[src/rtl/nrs_pkg.sv]
/*
 Constants of the non-overlap, loop tuning and rail order block.
 Assumes a command port from the management bus front end.
// What this block does
// Upper gap byte is high-to-low gap, signed nanoseconds
// Lower gap byte is low-to-high gap, signed nanoseconds
// Positive gap separates drive on-times, negative makes them overlap
// Frozen mode uses written gaps, clamped between floor and ceiling
// Leaving adaptive mode holds the last gap in use
// Host keeps written gaps within minus 15 to plus 60 ns
// Mode bit 15 picks adaptive or frozen high-to-low gap
// Mode bits 14:8 set high-to-low floor in 2 ns steps
// Mode bit 7 picks adaptive or frozen low-to-high gap
// Mode bits 6:0 set low-to-high floor in 2 ns steps
// Loop gain and residual follow measured input and output voltage
// Loop word: enable bit 24, residual 23:16, gain 15:0
// Loop word resets to gain 256, residual 90, enabled
// With prequel, output enables after own enable and prequel power-good
// With sequel, output shuts down after sequel power-down event
// Rail word bit 15 enables prequel, bits 12:8 its rail id
// Rail word bit 7 enables sequel, bits 4:0 its rail id
// Written rail word overrides the strap sequencing choice
// Unused bits read zero and do nothing
*/
package nrs_pkg;
  localparam logic [7:0] CMD_GAP = 8'hdd;
  localparam logic [7:0] CMD_MODE = 8'hde;
  localparam logic [7:0] CMD_LOOP = 8'hdf;
  localparam logic [7:0] CMD_RAIL = 8'he0;
  localparam logic [15:0] GAP_RESET = 16'h1010;
  localparam logic [15:0] MODE_RESET = 16'h0808;
  localparam logic [31:0] LOOP_RESET = 32'h015a0100;
  localparam logic [15:0] RAIL_RESET = 16'h0000;
  localparam logic [15:0] MODE_MASK = 16'hffff;
  localparam logic [31:0] LOOP_MASK = 32'h01ffffff;
  localparam logic [15:0] RAIL_MASK = 16'h9f9f;
  localparam int HL_LSB = 8;
  localparam int LH_LSB = 0;
  localparam int HL_FRZ = 15;
  localparam int LH_FRZ = 7;
  localparam int FLOOR_W = 7;
  localparam int LOOP_EN = 24;
  localparam int RES_LSB = 16;
  localparam int RES_W = 8;
  localparam int GAIN_W = 16;
  localparam int PRE_EN = 15;
  localparam int PRE_LSB = 8;
  localparam int SEQ_EN = 7;
  localparam int SEQ_LSB = 0;
  localparam int ID_W = 5;
  localparam int FLOOR_STEP_NS = 2;
  localparam logic EV_POWER_GOOD = 1'b0;
  localparam logic EV_POWER_DOWN = 1'b1;
  typedef enum logic [1:0] {
    NRS_OFF, NRS_WAIT_PRE, NRS_ON, NRS_HELD_OFF
  } nrs_rail_t;
endpackage

[src/rtl/nrs_config.sv]
/*
 Non-overlap gap control, charge loop tuning registers and rail order
 sequencing. Assumes a command port decoded from the management bus,
 event words decoded from the single wire inter-chip bus, and one clock.
*/
`timescale 1ns/100ps
`default_nettype none
module nrs_config (
  input wire logic ref_clk,
  input wire logic reset,
  input wire logic cmd_valid,
  input wire logic cmd_write,
  input wire logic [7:0] cmd_code,
  input wire logic [31:0] cmd_wdata,
  output logic [31:0] cmd_rdata,
  output logic cmd_rvalid,
  output logic cmd_nack,
  input wire logic signed [7:0] adapt_hl_gap,
  input wire logic signed [7:0] adapt_lh_gap,
  input wire logic signed [7:0] nonoverlap_ceiling_hl,
  input wire logic signed [7:0] nonoverlap_ceiling_lh,
  output logic signed [7:0] hs_to_ls_gap,
  output logic signed [7:0] ls_to_hs_gap,
  input wire logic tune_valid,
  input wire logic [15:0] vin_code,
  input wire logic [15:0] vout_code,
  output logic loop_enable,
  output logic [15:0] loop_gain,
  output logic [7:0] loop_residual,
  input wire logic strap_prequel_en,
  input wire logic [4:0] strap_prequel_id,
  input wire logic strap_sequel_en,
  input wire logic [4:0] strap_sequel_id,
  input wire logic on_request,
  input wire logic bus_event_valid,
  input wire logic bus_event_kind,
  input wire logic [4:0] bus_event_rail,
  output logic out_enable,
  output logic shutdown_start
);
  logic [15:0] gap_reg;
  logic [15:0] mode_reg;
  logic [31:0] loop_reg;
  logic [15:0] rail_reg;
  logic rail_written;
  logic strap_taken;
  logic [15:0] strap_word;
  logic signed [7:0] held_hl;
  logic signed [7:0] held_lh;
  logic prequel_good;
  nrs_pkg::nrs_rail_t state;
  nrs_pkg::nrs_rail_t next_state;
  logic wr_gap;
  logic wr_mode;
  logic wr_loop;
  logic wr_rail;
  logic [15:0] seq_word;
  logic pre_en;
  logic seq_en;
  logic [4:0] pre_id;
  logic [4:0] seq_id;
  logic signed [9:0] next_hl;
  logic signed [9:0] next_lh;
  logic [15:0] auto_gain;
  logic [7:0] auto_res;
  logic [31:0] read_word;
  logic read_hit;

  assign wr_gap = cmd_valid && cmd_write && cmd_code == nrs_pkg::CMD_GAP;
  assign wr_mode = cmd_valid && cmd_write && cmd_code == nrs_pkg::CMD_MODE;
  assign wr_loop = cmd_valid && cmd_write && cmd_code == nrs_pkg::CMD_LOOP;
  assign wr_rail = cmd_valid && cmd_write && cmd_code == nrs_pkg::CMD_RAIL;

  // Clamp a gap to floor (2 ns units) and ceiling
  function automatic logic signed [9:0] clamp_gap(
    input logic signed [7:0] want,
    input logic [6:0] floor_code,
    input logic signed [7:0] ceil_ns
  );
    logic signed [9:0] lo;
    logic signed [9:0] v;
    lo = $signed(10'(floor_code) * 10'(nrs_pkg::FLOOR_STEP_NS));
    v = 10'(want);
    if (v < lo) begin
      v = lo;
    end
    if (v > 10'(ceil_ns)) begin
      v = 10'(ceil_ns);
    end
    return v;
  endfunction

  // Applied high-to-low gap: adaptive request or held value, then clamped
  always_comb begin
    next_hl = clamp_gap(mode_reg[nrs_pkg::HL_FRZ] ? held_hl : adapt_hl_gap,
      mode_reg[nrs_pkg::HL_LSB +: nrs_pkg::FLOOR_W],
      nonoverlap_ceiling_hl);
  end

  // Applied low-to-high gap, same rules
  always_comb begin
    next_lh = clamp_gap(mode_reg[nrs_pkg::LH_FRZ] ? held_lh : adapt_lh_gap,
      mode_reg[nrs_pkg::LH_LSB +: nrs_pkg::FLOOR_W],
      nonoverlap_ceiling_lh);
  end

  // High-to-low gap output, sign kept: negative means overlap
  always_ff @(posedge ref_clk or posedge reset) begin
    if (reset) begin
      hs_to_ls_gap <= nrs_pkg::GAP_RESET[nrs_pkg::HL_LSB +: 8];
    end else begin
      hs_to_ls_gap <= next_hl[7:0];
    end
  end

  // Low-to-high gap output, sign kept
  always_ff @(posedge ref_clk or posedge reset) begin
    if (reset) begin
      ls_to_hs_gap <= nrs_pkg::GAP_RESET[nrs_pkg::LH_LSB +: 8];
    end else begin
      ls_to_hs_gap <= next_lh[7:0];
    end
  end

  // Written gap word; stored whole, host keeps it in range
  always_ff @(posedge ref_clk or posedge reset) begin
    if (reset) begin
      gap_reg <= nrs_pkg::GAP_RESET;
    end else if (wr_gap) begin
      gap_reg <= cmd_wdata[15:0];
    end
  end

  // Held high-to-low gap: a write loads it, a freeze captures the live gap
  always_ff @(posedge ref_clk or posedge reset) begin
    if (reset) begin
      held_hl <= nrs_pkg::GAP_RESET[nrs_pkg::HL_LSB +: 8];
    end else if (wr_mode && cmd_wdata[nrs_pkg::HL_FRZ]
        && !mode_reg[nrs_pkg::HL_FRZ]) begin
      held_hl <= hs_to_ls_gap;
    end else if (wr_gap) begin
      held_hl <= cmd_wdata[nrs_pkg::HL_LSB +: 8];
    end
  end

  // Held low-to-high gap, same rules
  always_ff @(posedge ref_clk or posedge reset) begin
    if (reset) begin
      held_lh <= nrs_pkg::GAP_RESET[nrs_pkg::LH_LSB +: 8];
    end else if (wr_mode && cmd_wdata[nrs_pkg::LH_FRZ]
        && !mode_reg[nrs_pkg::LH_FRZ]) begin
      held_lh <= ls_to_hs_gap;
    end else if (wr_gap) begin
      held_lh <= cmd_wdata[nrs_pkg::LH_LSB +: 8];
    end
  end

  // Mode and floor word
  always_ff @(posedge ref_clk or posedge reset) begin
    if (reset) begin
      mode_reg <= nrs_pkg::MODE_RESET;
    end else if (wr_mode) begin
      mode_reg <= cmd_wdata[15:0] & nrs_pkg::MODE_MASK;
    end
  end

  // Suggested tuning from measured voltages: gain grows with the
  // conversion ratio, residual halves when output is under an eighth of input
  always_comb begin
    auto_gain = nrs_pkg::LOOP_RESET[15:0];
    auto_res = nrs_pkg::LOOP_RESET[nrs_pkg::RES_LSB +: nrs_pkg::RES_W];
    if (vout_code > (vin_code >> 1)) begin
      auto_gain = nrs_pkg::LOOP_RESET[15:0] << 1;
    end else if (vout_code < (vin_code >> 3)) begin
      auto_gain = nrs_pkg::LOOP_RESET[15:0] >> 1;
      auto_res = nrs_pkg::LOOP_RESET[nrs_pkg::RES_LSB +: nrs_pkg::RES_W] >> 1;
    end
  end

  // Loop word: host write wins over an automatic update
  always_ff @(posedge ref_clk or posedge reset) begin
    if (reset) begin
      loop_reg <= nrs_pkg::LOOP_RESET;
    end else if (wr_loop) begin
      loop_reg <= cmd_wdata & nrs_pkg::LOOP_MASK;
    end else if (tune_valid) begin
      loop_reg[nrs_pkg::RES_LSB +: nrs_pkg::RES_W] <= auto_res;
      loop_reg[0 +: nrs_pkg::GAIN_W] <= auto_gain;
    end
  end

  assign loop_enable = loop_reg[nrs_pkg::LOOP_EN];
  assign loop_residual = loop_reg[nrs_pkg::RES_LSB +: nrs_pkg::RES_W];
  assign loop_gain = loop_reg[0 +: nrs_pkg::GAIN_W];

  // Rail order word
  always_ff @(posedge ref_clk or posedge reset) begin
    if (reset) begin
      rail_reg <= nrs_pkg::RAIL_RESET;
    end else if (wr_rail) begin
      rail_reg <= cmd_wdata[15:0] & nrs_pkg::RAIL_MASK;
    end
  end

  // Set by the first host write; the strap is ignored from then on
  always_ff @(posedge ref_clk or posedge reset) begin
    if (reset) begin
      rail_written <= 1'b0;
    end else if (wr_rail) begin
      rail_written <= 1'b1;
    end
  end

  // Strap caught once after reset release
  always_ff @(posedge ref_clk or posedge reset) begin
    if (reset) begin
      strap_taken <= 1'b0;
    end else begin
      strap_taken <= 1'b1;
    end
  end

  // Strap word, frozen from the first edge after release
  always_ff @(posedge ref_clk or posedge reset) begin
    if (reset) begin
      strap_word <= nrs_pkg::RAIL_RESET;
    end else if (!strap_taken) begin
      strap_word <= {strap_prequel_en, 2'b00, strap_prequel_id,
        strap_sequel_en, 2'b00, strap_sequel_id};
    end
  end

  assign seq_word = rail_written ? rail_reg : strap_word;
  assign pre_en = seq_word[nrs_pkg::PRE_EN];
  assign pre_id = seq_word[nrs_pkg::PRE_LSB +: nrs_pkg::ID_W];
  assign seq_en = seq_word[nrs_pkg::SEQ_EN];
  assign seq_id = seq_word[nrs_pkg::SEQ_LSB +: nrs_pkg::ID_W];

  // Prequel power state; power-good sets, power-down clears
  always_ff @(posedge ref_clk or posedge reset) begin
    if (reset) begin
      prequel_good <= 1'b0;
    end else if (bus_event_valid && bus_event_rail == pre_id) begin
      prequel_good <= bus_event_kind == nrs_pkg::EV_POWER_GOOD;
    end
  end

  // Rail enable sequence
  always_comb begin
    next_state = state;
    unique case (state)
      nrs_pkg::NRS_OFF: begin
        if (on_request) begin
          next_state = nrs_pkg::NRS_WAIT_PRE;
        end
      end
      nrs_pkg::NRS_WAIT_PRE: begin
        if (!on_request) begin
          next_state = nrs_pkg::NRS_OFF;
        end else if (!pre_en || prequel_good) begin
          next_state = nrs_pkg::NRS_ON;
        end
      end
      nrs_pkg::NRS_ON: begin
        if (!on_request) begin
          next_state = nrs_pkg::NRS_OFF;
        end else if (seq_en && bus_event_valid && bus_event_rail == seq_id
            && bus_event_kind == nrs_pkg::EV_POWER_DOWN) begin
          next_state = nrs_pkg::NRS_HELD_OFF;
        end
      end
      nrs_pkg::NRS_HELD_OFF: begin
        if (!on_request) begin
          next_state = nrs_pkg::NRS_OFF;
        end
      end
    endcase
  end

  always_ff @(posedge ref_clk or posedge reset) begin
    if (reset) begin
      state <= nrs_pkg::NRS_OFF;
    end else begin
      state <= next_state;
    end
  end

  // Enable level follows the sequence state
  always_ff @(posedge ref_clk or posedge reset) begin
    if (reset) begin
      out_enable <= 1'b0;
    end else begin
      out_enable <= next_state == nrs_pkg::NRS_ON;
    end
  end

  // One-cycle start of the delayed shutdown
  always_ff @(posedge ref_clk or posedge reset) begin
    if (reset) begin
      shutdown_start <= 1'b0;
    end else begin
      shutdown_start <= state == nrs_pkg::NRS_ON
        && next_state != nrs_pkg::NRS_ON;
    end
  end

  // Read word of the addressed command; unused bits already zero
  always_comb begin
    read_word = 32'h00000000;
    read_hit = 1'b1;
    unique case (cmd_code)
      nrs_pkg::CMD_GAP: read_word = {16'h0000, gap_reg};
      nrs_pkg::CMD_MODE: read_word = {16'h0000, mode_reg};
      nrs_pkg::CMD_LOOP: read_word = loop_reg;
      nrs_pkg::CMD_RAIL: read_word = {16'h0000, seq_word};
      default: begin
        read_hit = 1'b0;
      end
    endcase
  end

  // Read data holds until the next access
  always_ff @(posedge ref_clk or posedge reset) begin
    if (reset) begin
      cmd_rdata <= 32'h00000000;
    end else if (cmd_valid) begin
      cmd_rdata <= read_word;
    end
  end

  // Answer strobes stand one cycle after the access
  always_ff @(posedge ref_clk or posedge reset) begin
    if (reset) begin
      cmd_rvalid <= 1'b0;
      cmd_nack <= 1'b0;
    end else begin
      cmd_rvalid <= cmd_valid && !cmd_write && read_hit;
      cmd_nack <= cmd_valid && !read_hit;
    end
  end
endmodule // nrs_config
`default_nettype wire

[config.mk]
export PLATFORM = sky130hd
export DESIGN_NAME = nrs_config
export DESIGN_NICKNAME = d
export VERILOG_FILES = /design/src/rtl/nrs_pkg.sv /design/src/rtl/nrs_config.sv
export SDC_FILE = /design/constraint.sdc
export NUM_CORES = 1
export LEC_CHECK = 0
export BUFFER_PORTS_ARGS = -buffer_cell sky130_fd_sc_hd__clkbuf_2
export CORE_MARGIN = 4
export CORE_UTILIZATION = 44
export DETAILED_ROUTE_END_ITERATION = 8
export GPL_ROUTABILITY_DRIVEN = 0
export PLACE_DENSITY_LB_ADDON = 0.2
export SYNTH_ARGS = -nofsm -noshare
export SYNTH_HDL_FRONTEND = slang
export SYNTH_SLANG_ARGS = --single-unit
[constraint.sdc]
create_clock -name ref_clk -period 12.1 [get_ports ref_clk]
set_clock_uncertainty 0.2 [all_clocks]
set_input_delay 2.42 -clock ref_clk [delete_from_list [all_inputs] [get_ports ref_clk]]
set_output_delay 2.42 -clock ref_clk [all_outputs]
set_load 0.1 [all_outputs]
==> results.sh, run 1 <==
export IMPL_detail_route_wirelength_um=22000
export IMPL_ff2ff_path_depth=16
export IMPL_hold_depth=1
export IMPL_worstSetupPathType="input port to flop"
export IMPL_regArea_um2=3700
export IMPL_path_common_cell="sky130_fd_sc_hd__o21ai_0"
export IMPL_layout_worst_path_cycle_share=0.493
export IMPL_power_ir_vdd_worst_mv=0.0939
export IMPL_fp_dieArea_um2=20800
export IMPL_floorplan_die_height_um=144
export IMPL_die_width_um=144
export IMPL_setup_tns_after_final_layout_ns=0
export IMPL_io_pins=206
export IMPL_worstPathMaxFanout=15
export IMPL_detailed_place_area_um2=9240
export IMPL_max_cap_violations=0
export IMPL_min_path_type="flop to flop"
export IMPL_final_hold_violation_count=0
export IMPL_synthToLayoutAreaGrowth_pct=19.9
export IMPL_yosysWarnings=0
export IMPL_crit_start="adapt_hl_gap[2]"
export IMPL_h_tree_depth=4
export IMPL_final_nets=1180
export IMPL_synth_top_cells_by_area="sky130_fd_sc_hd__dfrtp_1, sky130_fd_sc_hd__ha_1, sky130_fd_sc_hd__mux2_2"
export IMPL_timing_critical_path_slowest_stage_cell="sky130_fd_sc_hd__ha_1"
export IMPL_tightestPinTransition_ns=1.09
export IMPL_multiInputGateArea_um2=4040
export IMPL_crit_path_cell_trace="clkbuf_2 -> mux2_2 -> ha_1 -> o21ai_0 -> o2bb2ai_1 -> o21ai_0 -> a21o_1 -> a21oi_1 -> ha_1 -> a21oi_1 -> ha_1 -> and3_1 -> o21ai_0 -> a21oi_1 -> o21ai_0 -> a31oi_2 -> mux2_2"
export IMPL_fill_count=1669
export IMPL_ant_nets=0
export IMPL_grt_max_degree=92
export IMPL_share_of_the_synthesized_area_in_the_top_cell_type=0.407
export IMPL_final_critical_path_setup_slack_ns=6.13
export IMPL_port_buffers=190
export IMPL_number_of_clock_sinks_seen_by_cts=147
export IMPL_antennaDiodeCount=0
export IMPL_longest_individual_stage_delay_on_the_worst_path_ns=0.54
export IMPL_worst_hold_startpoint="state[0]"
export IMPL_worstSetupPathDepth=17
export IMPL_yosys_most_used_dff="sky130_fd_sc_hd__dfrtp_1"
export IMPL_initial_utilization=0.450
export IMPL_ctsHoldBuffers=0
export IMPL_async_reset_ff_frac=1.00
export IMPL_clk_pin_slew_ns=0.06
export IMPL_synth_largest_area_cell="sky130_fd_sc_hd__dfrtp_1"
export IMPL_setup_repair_after_global_routing_missed_its_margin="no"
export IMPL_globalRoute_totalOverflow=0
export IMPL_maxClockFrequency_mhz=168
export IMPL_antenna_found_initial=0
export IMPL_data_required_time_of_the_worst_path_ns=12.20
export IMPL_most_frequent_cell_after_synthesis="sky130_fd_sc_hd__dfrtp_1"
export IMPL_synth_seq_cells=147
export IMPL_post_cts_buffers=0
export IMPL_placementRows=49
export IMPL_clock_tree_root_cell="sky130_fd_sc_hd__clkbuf_16"
export IMPL_syn_area_um2=8170
export IMPL_postLayoutCoreUtil=0.540
export IMPL_synthTopCellsByCount="sky130_fd_sc_hd__dfrtp_1, sky130_fd_sc_hd__nand2_1, sky130_fd_sc_hd__inv_1"
export IMPL_clock_latency_ns=0.41
export IMPL_synth_edf_count=0
export IMPL_crit_buf_inv=1
export IMPL_grt_use_total=0.214
export IMPL_first_iter_violations=471
export IMPL_detail_route_first_pass_iterations=5
export IMPL_run_status="finished, final reports clean"
export IMPL_min_period_ns=5.97
export IMPL_fp_coreArea_um2=18100
export IMPL_hold_worst_slack_ns=0.262
export IMPL_cts_buffers_inserted=17
export IMPL_final_cell_area_um2=9800
export IMPL_clock_tree_buffer_depth=2
export IMPL_crit_path_launch_type="input port"
export IMPL_critical_path_top_delay_family="compound AO/OA/AOI/OAI gates"
export IMPL_first_global_vias=6365
export IMPL_relSlewSlack=0.272
export IMPL_syn_area_per_cell_um2=9.99
export IMPL_final_setup_viol_count=0
export IMPL_clock_tree_from_tritoncts="yes"
export IMPL_place_hpwl_um=16600
export IMPL_p_per_area_nw_per_um2=131
export IMPL_number_of_resized_instances_in_the_post_cts_repair_step=0
export IMPL_route_detailed_drc=0
export IMPL_synth_yosys_seq_area_share=0.452
export IMPL_drt_vias_per_instance=5.31
export IMPL_layout_drive_gt1_share=0.316
export IMPL_endpoint_kind="flop"
export IMPL_detailedPlace_worstSlack_ns=5.67
export IMPL_post_synth_inst_count=818
export IMPL_number_of_slew_limit_violations_in_the_final_report=0
export IMPL_detail_route_wl_per_cell_um=17.8
export IMPL_ys_types=60
export IMPL_worstPathArrival_ns=6.07
export IMPL_leakage_dissipation_nw=5.11
export IMPL_num_vias=6566
export IMPL_r2r_start="mode_reg[15]"
export IMPL_first_pass_grt_wire_length_um=34400
cells in the final DEF, fill, tap and decap left out, drive strengths merged, types with 7 or more instances in the layout:
cell type  Yosys  layout
a21o          22      22
a21oi         44      44
a221o          7       7
a221oi         7       7
a22o           7       7
and2           8       8
and3          16      16
clkbuf        14     218
conb           2       8
dfrtp        133     133
dfstp         14      14
ha            57      57
inv           62      62
mux2          67      67
mux2i          7       7
nand2        115     115
nand3         26      26
nor2          49      49
o21ai         51      51
o2bb2ai       12      12
xor2           7       7
area by class of cell:
class,count,share of cell area
clock buffer,28,0.0527
timing repair buffer,193,0.0993
multi-input combinational,572,0.412
clock inverter,4,0.00460
inverter,63,0.0246
sequential,147,0.377
tap,229,0.0292
metrics by stage:
step | power (W) | cells
2_1_floorplan | 0.000724 | 824
3_3_place_gp | 0.000787 | 1204
3_5_place_dp | 0.000791 | 1204
4_1_cts | 0.00130 | 1236
5_1_grt | 0.00134 | 1236
6_report | 0.00128 | 1236
cells by family (layout without fill, tap and decap cells):
logic type | count (synthesis) | after routing | share of synthesized area
adder cells (fa/ha/maj) | 57 | 57 | 0.0872
AND/OR/NAND/NOR | 248 | 248 | 0.146
flip-flops | 147 | 147 | 0.452
XOR/XNOR | 9 | 9 | 0.00964
buffers and inverters | 105 | 288 | 0.0563
other | 2 | 8 | 0.000919
AO/OA/AOI/OAI | 176 | 176 | 0.143
multiplexers | 74 | 74 | 0.105
power breakdown:
| part | internal, W | switching, W | leakage, nW |
|---|---|---|---|
| Combinational | 0.0000750 | 0.000170 | 2.97 |
| Sequential | 0.000518 | 0.0000180 | 1.86 |
| Clock | 0.000310 | 0.000191 | 0.278 |
| Total | 0.000903 | 0.000380 | 5.11 |
layer usage:
metal | track usage | routed length (µm)
met5 | 0 | 0
met4 | 0.0496 | 225
met3 | 0.0460 | 1460
met2 | 0.320 | 9730
met1 | 0.319 | 10600
final timing paths:
kind | slack (ns) | endpoint
worst max-delay path | 6.13 | hs_to_ls_gap[6]
worst min-delay path | 0.26 | shutdown_start
worst max register to register | 7.40 | hs_to_ls_gap[6]
worst min register to register | 0.26 | shutdown_start
max in group asynchronous | 8.46 | cmd_nack
min in group asynchronous | 1.98 | strap_word[10]
No activity file was read; power rests on OpenSTA's default activity.
==> run 2: changes to the inputs <==
==> constraint.sdc (replaced) <==
create_clock -name ref_clk -period 6 [get_ports ref_clk]
set_clock_uncertainty 0.2 [all_clocks]
set_input_delay 1.2 -clock ref_clk [delete_from_list [all_inputs] [get_ports ref_clk]]
set_output_delay 1.2 -clock ref_clk [all_outputs]
set_load 0.1 [all_outputs]
==> results.sh, run 2 (same netlist as run 1, synthesis figures left out) <==
export IMPL_run_status="finished, final reports clean"
export IMPL_first_global_vias=6355
export IMPL_io_pins=206
export IMPL_p_per_area_nw_per_um2=272
export IMPL_detail_route_wirelength_um=22100
export IMPL_number_of_resized_instances_in_the_post_cts_repair_step=0
export IMPL_max_cap_violations=0
export IMPL_first_iter_violations=351
export IMPL_post_cts_buffers=0
export IMPL_tightestPinTransition_ns=0.952
export IMPL_detail_route_wl_per_cell_um=17.9
export IMPL_relSlewSlack=0.365
export IMPL_antenna_found_initial=0
export IMPL_setup_repair_after_global_routing_missed_its_margin="no"
export IMPL_data_required_time_of_the_worst_path_ns=6.11
export IMPL_number_of_slew_limit_violations_in_the_final_report=0
export IMPL_placementRows=49
export IMPL_initial_utilization=0.450
export IMPL_synthToLayoutAreaGrowth_pct=20.5
export IMPL_h_tree_depth=4
export IMPL_maxClockFrequency_mhz=208
export IMPL_fill_count=1689
export IMPL_port_buffers=190
export IMPL_leakage_dissipation_nw=5.13
export IMPL_layout_worst_path_cycle_share=0.803
export IMPL_setup_tns_after_final_layout_ns=0
export IMPL_regArea_um2=3700
export IMPL_clock_tree_buffer_depth=2
export IMPL_place_hpwl_um=16600
export IMPL_globalRoute_busiestLayer="met2"
export IMPL_worstPathMaxFanout=15
export IMPL_min_period_ns=4.82
export IMPL_first_pass_grt_wire_length_um=34300
export IMPL_met2_usage=0.326
export IMPL_worstPathArrival_ns=4.92
export IMPL_finalPower_w=0.00267
export IMPL_clock_latency_ns=0.42
export IMPL_final_setup_viol_count=0
export IMPL_layout_cells_most_common_list="sky130_fd_sc_hd__clkbuf_2, sky130_fd_sc_hd__dfrtp_1, sky130_fd_sc_hd__nand2_1, sky130_fd_sc_hd__inv_1, sky130_fd_sc_hd__mux2_2"
export IMPL_clk_pin_slew_ns=0.06
export IMPL_num_vias=6580
export IMPL_crit_path_launch_type="input port"
export IMPL_layout_drive_gt1_share=0.316
export IMPL_global_route_met3_utilization=0.0552
export IMPL_clock_tree_from_tritoncts="yes"
export IMPL_fp_dieArea_um2=20800
export IMPL_number_of_clock_sinks_seen_by_cts=147
export IMPL_final_hold_violation_count=0
export IMPL_ctsHoldBuffers=0
export IMPL_detail_route_first_pass_iterations=5
export IMPL_fp_coreArea_um2=18100
export IMPL_floorplan_die_height_um=144
export IMPL_drt_vias_per_instance=5.32
export IMPL_globalRoute_totalOverflow=0
export IMPL_power_ir_vdd_worst_mv=0.209
export IMPL_route_detailed_drc=0
export IMPL_endpoint_kind="flop"
export IMPL_min_path_type="flop to flop"
export IMPL_cts_buffers_inserted=17
export IMPL_gr_usage_met1=0.310
export IMPL_antennaDiodeCount=0
export IMPL_grt_use_total=0.214
export IMPL_clock_tree_root_cell="sky130_fd_sc_hd__clkbuf_16"
export IMPL_worstSetupPathType="input port to flop"
export IMPL_mostFrequentLayoutCell="sky130_fd_sc_hd__clkbuf_2"
export IMPL_ant_nets=0
export IMPL_final_nets=1182
export IMPL_grt_max_degree=105
export IMPL_multiInputGateArea_um2=4040
export IMPL_die_width_um=144
## run 2: changes by cell type in the layout (fill, tap and decap cells not counted)
cell                        delta
sky130_fd_sc_hd__buf_4         +2
sky130_fd_sc_hd__clkbuf_8      -1
sky130_fd_sc_hd__bufinv_16     +2
sky130_fd_sc_hd__clkinv_2      -2
## run 2: metrics by stage
stage	utilization	hold slack (ns)	setup WS (ns)	instance area, µm²	cells
after detailed placement	0.510	0.251	0.755	9250	1206
after CTS	0.543	0.264	1.18	9850	1237
after global placement	0.510	0.245	0.808	9250	1206
after floorplan	-	0.224	0.672	8200	824
after global routing	0.543	0.278	0.883	9850	1237
final	0.543	0.264	1.18	9850	1237
## run 2: routing by layer
| metal | routed length, µm | share of wire |
|---|---|---|
| met5 | 0 | 0 |
| met1 | 10500 | 0.47 |
| met2 | 9870 | 0.45 |
| met3 | 1540 | 0.070 |
| met4 | 212 | 0.0096 |
## run 2: area by class of cell
type	instances	area share
clock buffers	27	0.0511
clock inverters	4	0.00965
inverters	63	0.0245
multi-input cells	572	0.410
flip-flops and latches	147	0.375
well taps	229	0.0291
repair buffers	195	0.100
## run 2: power by group
| group | switching (W) | total, W | internal (W) |
|---|---|---|---|
| Sequential | 0.0000361 | 0.00108 | 0.00105 |
| Clock | 0.000402 | 0.00110 | 0.000697 |
| Combinational | 0.000344 | 0.000496 | 0.000151 |
## run 2: critical path, cell delays in order
cell,delay [ns]
sky130_fd_sc_hd__clkbuf_2,0.08
sky130_fd_sc_hd__mux2_2,0.27
sky130_fd_sc_hd__ha_1,0.27
sky130_fd_sc_hd__o21ai_0,0.07
sky130_fd_sc_hd__o2bb2ai_1,0.14
sky130_fd_sc_hd__o21ai_0,0.18
sky130_fd_sc_hd__a21o_1,0.13
sky130_fd_sc_hd__a21oi_1,0.06
sky130_fd_sc_hd__ha_1,0.55
sky130_fd_sc_hd__a21oi_1,0.18
sky130_fd_sc_hd__ha_1,0.32
sky130_fd_sc_hd__and3_1,0.19
sky130_fd_sc_hd__o21ai_0,0.09
sky130_fd_sc_hd__a21oi_1,0.18
sky130_fd_sc_hd__o21ai_0,0.13
sky130_fd_sc_hd__a31oi_2,0.49
sky130_fd_sc_hd__mux2_2,0.39
## run 2: path summary, 6_finish.rpt
| check | slack (ns) | cells after the start | end | from |
|---|---|---|---|---|
| setup / recovery | 1.18 | 17 | hs_to_ls_gap[3] | adapt_hl_gap[2] |
| hold / removal | 0.26 | 2 | gap_reg[12] | gap_reg[12] |
| setup reg to reg | 1.24 | 16 | hs_to_ls_gap[3] | mode_reg[15] |
| hold reg to reg | 0.26 | 2 | gap_reg[12] | gap_reg[12] |
| max in group asynchronous | 3.64 | 3 | held_lh[0] | reset |
| min in group asynchronous | 0.79 | 2 | strap_word[10] | reset |
==> run 3: changes to the inputs <==
==> constraint.sdc (replaced) <==
create_clock -name ref_clk -period 4.5 [get_ports ref_clk]
set_clock_uncertainty 0.2 [all_clocks]
set_input_delay 0.9 -clock ref_clk [delete_from_list [all_inputs] [get_ports ref_clk]]
set_output_delay 0.9 -clock ref_clk [all_outputs]
set_load 0.1 [all_outputs]
==> results.sh, run 3 (same netlist as run 1, synthesis figures left out) <==
export IMPL_worstSetupPathType="input port to flop"
export IMPL_place_detailed_instances=1222
export IMPL_port_buffers=190
export IMPL_clock_tree_root_cell="sky130_fd_sc_hd__clkbuf_16"
export IMPL_grt_use_total=0.214
export IMPL_worstPathMaxFanout=9
export IMPL_final_setup_viol_count=0
export IMPL_first_pass_grt_wire_length_um=34800
export IMPL_r2r_start="mode_reg[7]"
export IMPL_worstPathArrival_ns=4.34
export IMPL_cts_buffers_inserted=17
export IMPL_crit_path_launch_type="input port"
export IMPL_p_per_area_nw_per_um2=344
export IMPL_io_pins=206
export IMPL_h_tree_depth=4
export IMPL_min_path_type="input port to asynchronous set/reset pin"
export IMPL_floorplan_die_height_um=144
export IMPL_layout_worst_path_cycle_share=0.940
export IMPL_hold_worst_slack_ns=0.234
export IMPL_endpoint_kind="flop"
export IMPL_first_iter_violations=336
export IMPL_final_cell_count_no_fill=1255
export IMPL_fp_coreArea_um2=18100
export IMPL_placementRows=49
export IMPL_drt_vias_per_instance=5.26
export IMPL_ctsHoldBuffers=0
export IMPL_max_cap_violations=0
export IMPL_mostFrequentLayoutCell="sky130_fd_sc_hd__clkbuf_2"
export IMPL_crit_start="adapt_lh_gap[2]"
export IMPL_relSlewSlack=0.347
export IMPL_setup_repair_after_global_routing_missed_its_margin="no"
export IMPL_num_vias=6605
export IMPL_leakage_dissipation_nw=5.18
export IMPL_fill_count=1699
export IMPL_number_of_clock_sinks_seen_by_cts=147
export IMPL_route_detailed_drc=0
export IMPL_die_width_um=144
export IMPL_detail_route_first_pass_iterations=5
export IMPL_antennaDiodeCount=0
export IMPL_clock_latency_ns=0.42
export IMPL_place_hpwl_um=16500
export IMPL_dr_max_layer_used="met4"
export IMPL_data_required_time_of_the_worst_path_ns=4.61
export IMPL_synthToLayoutAreaGrowth_pct=21.8
export IMPL_run_status="finished, final reports clean"
export IMPL_globalRoute_totalOverflow=0
export IMPL_dr_wl_met2_um=10200
export IMPL_number_of_slew_limit_violations_in_the_final_report=0
export IMPL_clock_tree_from_tritoncts="yes"
export IMPL_setup_tns_after_final_layout_ns=0
export IMPL_finalPower_w=0.00343
export IMPL_critPathCapture="ls_to_hs_gap[3]"
export IMPL_wl_met3_um=1300
export IMPL_detail_route_wirelength_um=21800
export IMPL_power_ir_vdd_worst_mv=0.256
export IMPL_final_hold_violation_count=0
export IMPL_antenna_found_initial=0
export IMPL_routedLengthMet1_um=10000
export IMPL_initial_utilization=0.450
export IMPL_r2r_slack_ns=0.32
export IMPL_grt_max_degree=83
export IMPL_fp_dieArea_um2=20800
export IMPL_r2r_end="ls_to_hs_gap[3]"
export IMPL_clk_pin_slew_ns=0.06
export IMPL_detailedPlace_worstSlack_ns=-0.297
export IMPL_layout_cells_most_common_list="sky130_fd_sc_hd__clkbuf_2, sky130_fd_sc_hd__dfrtp_1, sky130_fd_sc_hd__nand2_1, sky130_fd_sc_hd__inv_1, sky130_fd_sc_hd__mux2_2"
export IMPL_final_nets=1199
export IMPL_layout_drive_gt1_share=0.334
export IMPL_final_critical_path_setup_slack_ns=0.272
export IMPL_detail_route_wl_per_cell_um=17.3
export IMPL_maxClockFrequency_mhz=236
export IMPL_min_period_ns=4.23
export IMPL_tightestPinTransition_ns=0.979
export IMPL_clock_tree_buffer_depth=2
export IMPL_first_global_vias=6791
export IMPL_ant_nets=0
export IMPL_ff2ff_path_depth=17
## run 3: cell count changes in the layout (fill, tap and decap cells not counted), sizes merged
cell	change
buf	+17
clkbuf	-5
clkinvlp	+5
clkinv	+4
bufinv	-2
inv	-1
## run 3: layer usage
| layer | vias up | GRT usage |
|---|---|---|
| li1 | 3251 | - |
| met1 | 3146 | 0.292 |
| met2 | 186 | 0.344 |
| met3 | 22 | 0.0483 |
| met4 | 0 | 0.0579 |
| met5 | - | 0 |
## run 3: cell type report
cell class,instances,area [µm²],area share
timing repair buffer,212,1130,0.113
sequential,147,3700,0.371
clock buffer,22,454,0.0456
tap,229,287,0.0288
inverter,63,240,0.0241
clock inverter,10,88.8,0.00892
multi-input combinational,572,4060,0.408
## run 3: worst min path at each step
stage	depth (start not counted)	slack [ns]	from	end
after global placement	1	0.25	state[0]	shutdown_start
final	2	0.23	reset	out_enable
after global routing	2	0.23	reset	out_enable
after floorplan	1	0.22	state[0]	shutdown_start
after CTS	2	0.22	reset	out_enable
after detailed placement	1	0.24	state[0]	shutdown_start
## run 3: power by group
| part | switching, W | internal (W) |
|---|---|---|
| sequential | 0.0000447 | 0.00139 |
| combinational | 0.000461 | 0.000218 |
| clock | 0.000542 | 0.000771 |
## run 3: timing repair
action | 4_1_cts | 5_1_grt
endpoints found under the setup margin | 0 | 15
gates resized for setup | 0 | 7
setup buffers | 0 | 1
## run 3: critical path, stage by stage
cell and delay [ns]:
sky130_fd_sc_hd__clkbuf_2 0.08, sky130_fd_sc_hd__mux2_2 0.27, sky130_fd_sc_hd__ha_1 0.27, sky130_fd_sc_hd__a21o_1 0.15
sky130_fd_sc_hd__a21oi_1 0.14, sky130_fd_sc_hd__o21ai_0 0.12, sky130_fd_sc_hd__a31oi_1 0.18, sky130_fd_sc_hd__ha_1 0.36
sky130_fd_sc_hd__buf_4 0.21, sky130_fd_sc_hd__nor2_1 0.11, sky130_fd_sc_hd__a21oi_1 0.07, sky130_fd_sc_hd__ha_1 0.30
sky130_fd_sc_hd__nand3_1 0.11, sky130_fd_sc_hd__a31oi_1 0.18, sky130_fd_sc_hd__a2111oi_0 0.09, sky130_fd_sc_hd__buf_4 0.15
sky130_fd_sc_hd__a21oi_4 0.27, sky130_fd_sc_hd__mux2_2 0.37
## run 3: metrics by stage
stage / utilization / area, µm²
2_1_floorplan: - / 8200
3_3_place_gp: 0.517 / 9380
3_5_place_dp: 0.517 / 9380
4_1_cts: 0.547 / 9930
5_1_grt: 0.549 / 9960
6_report: 0.549 / 9960
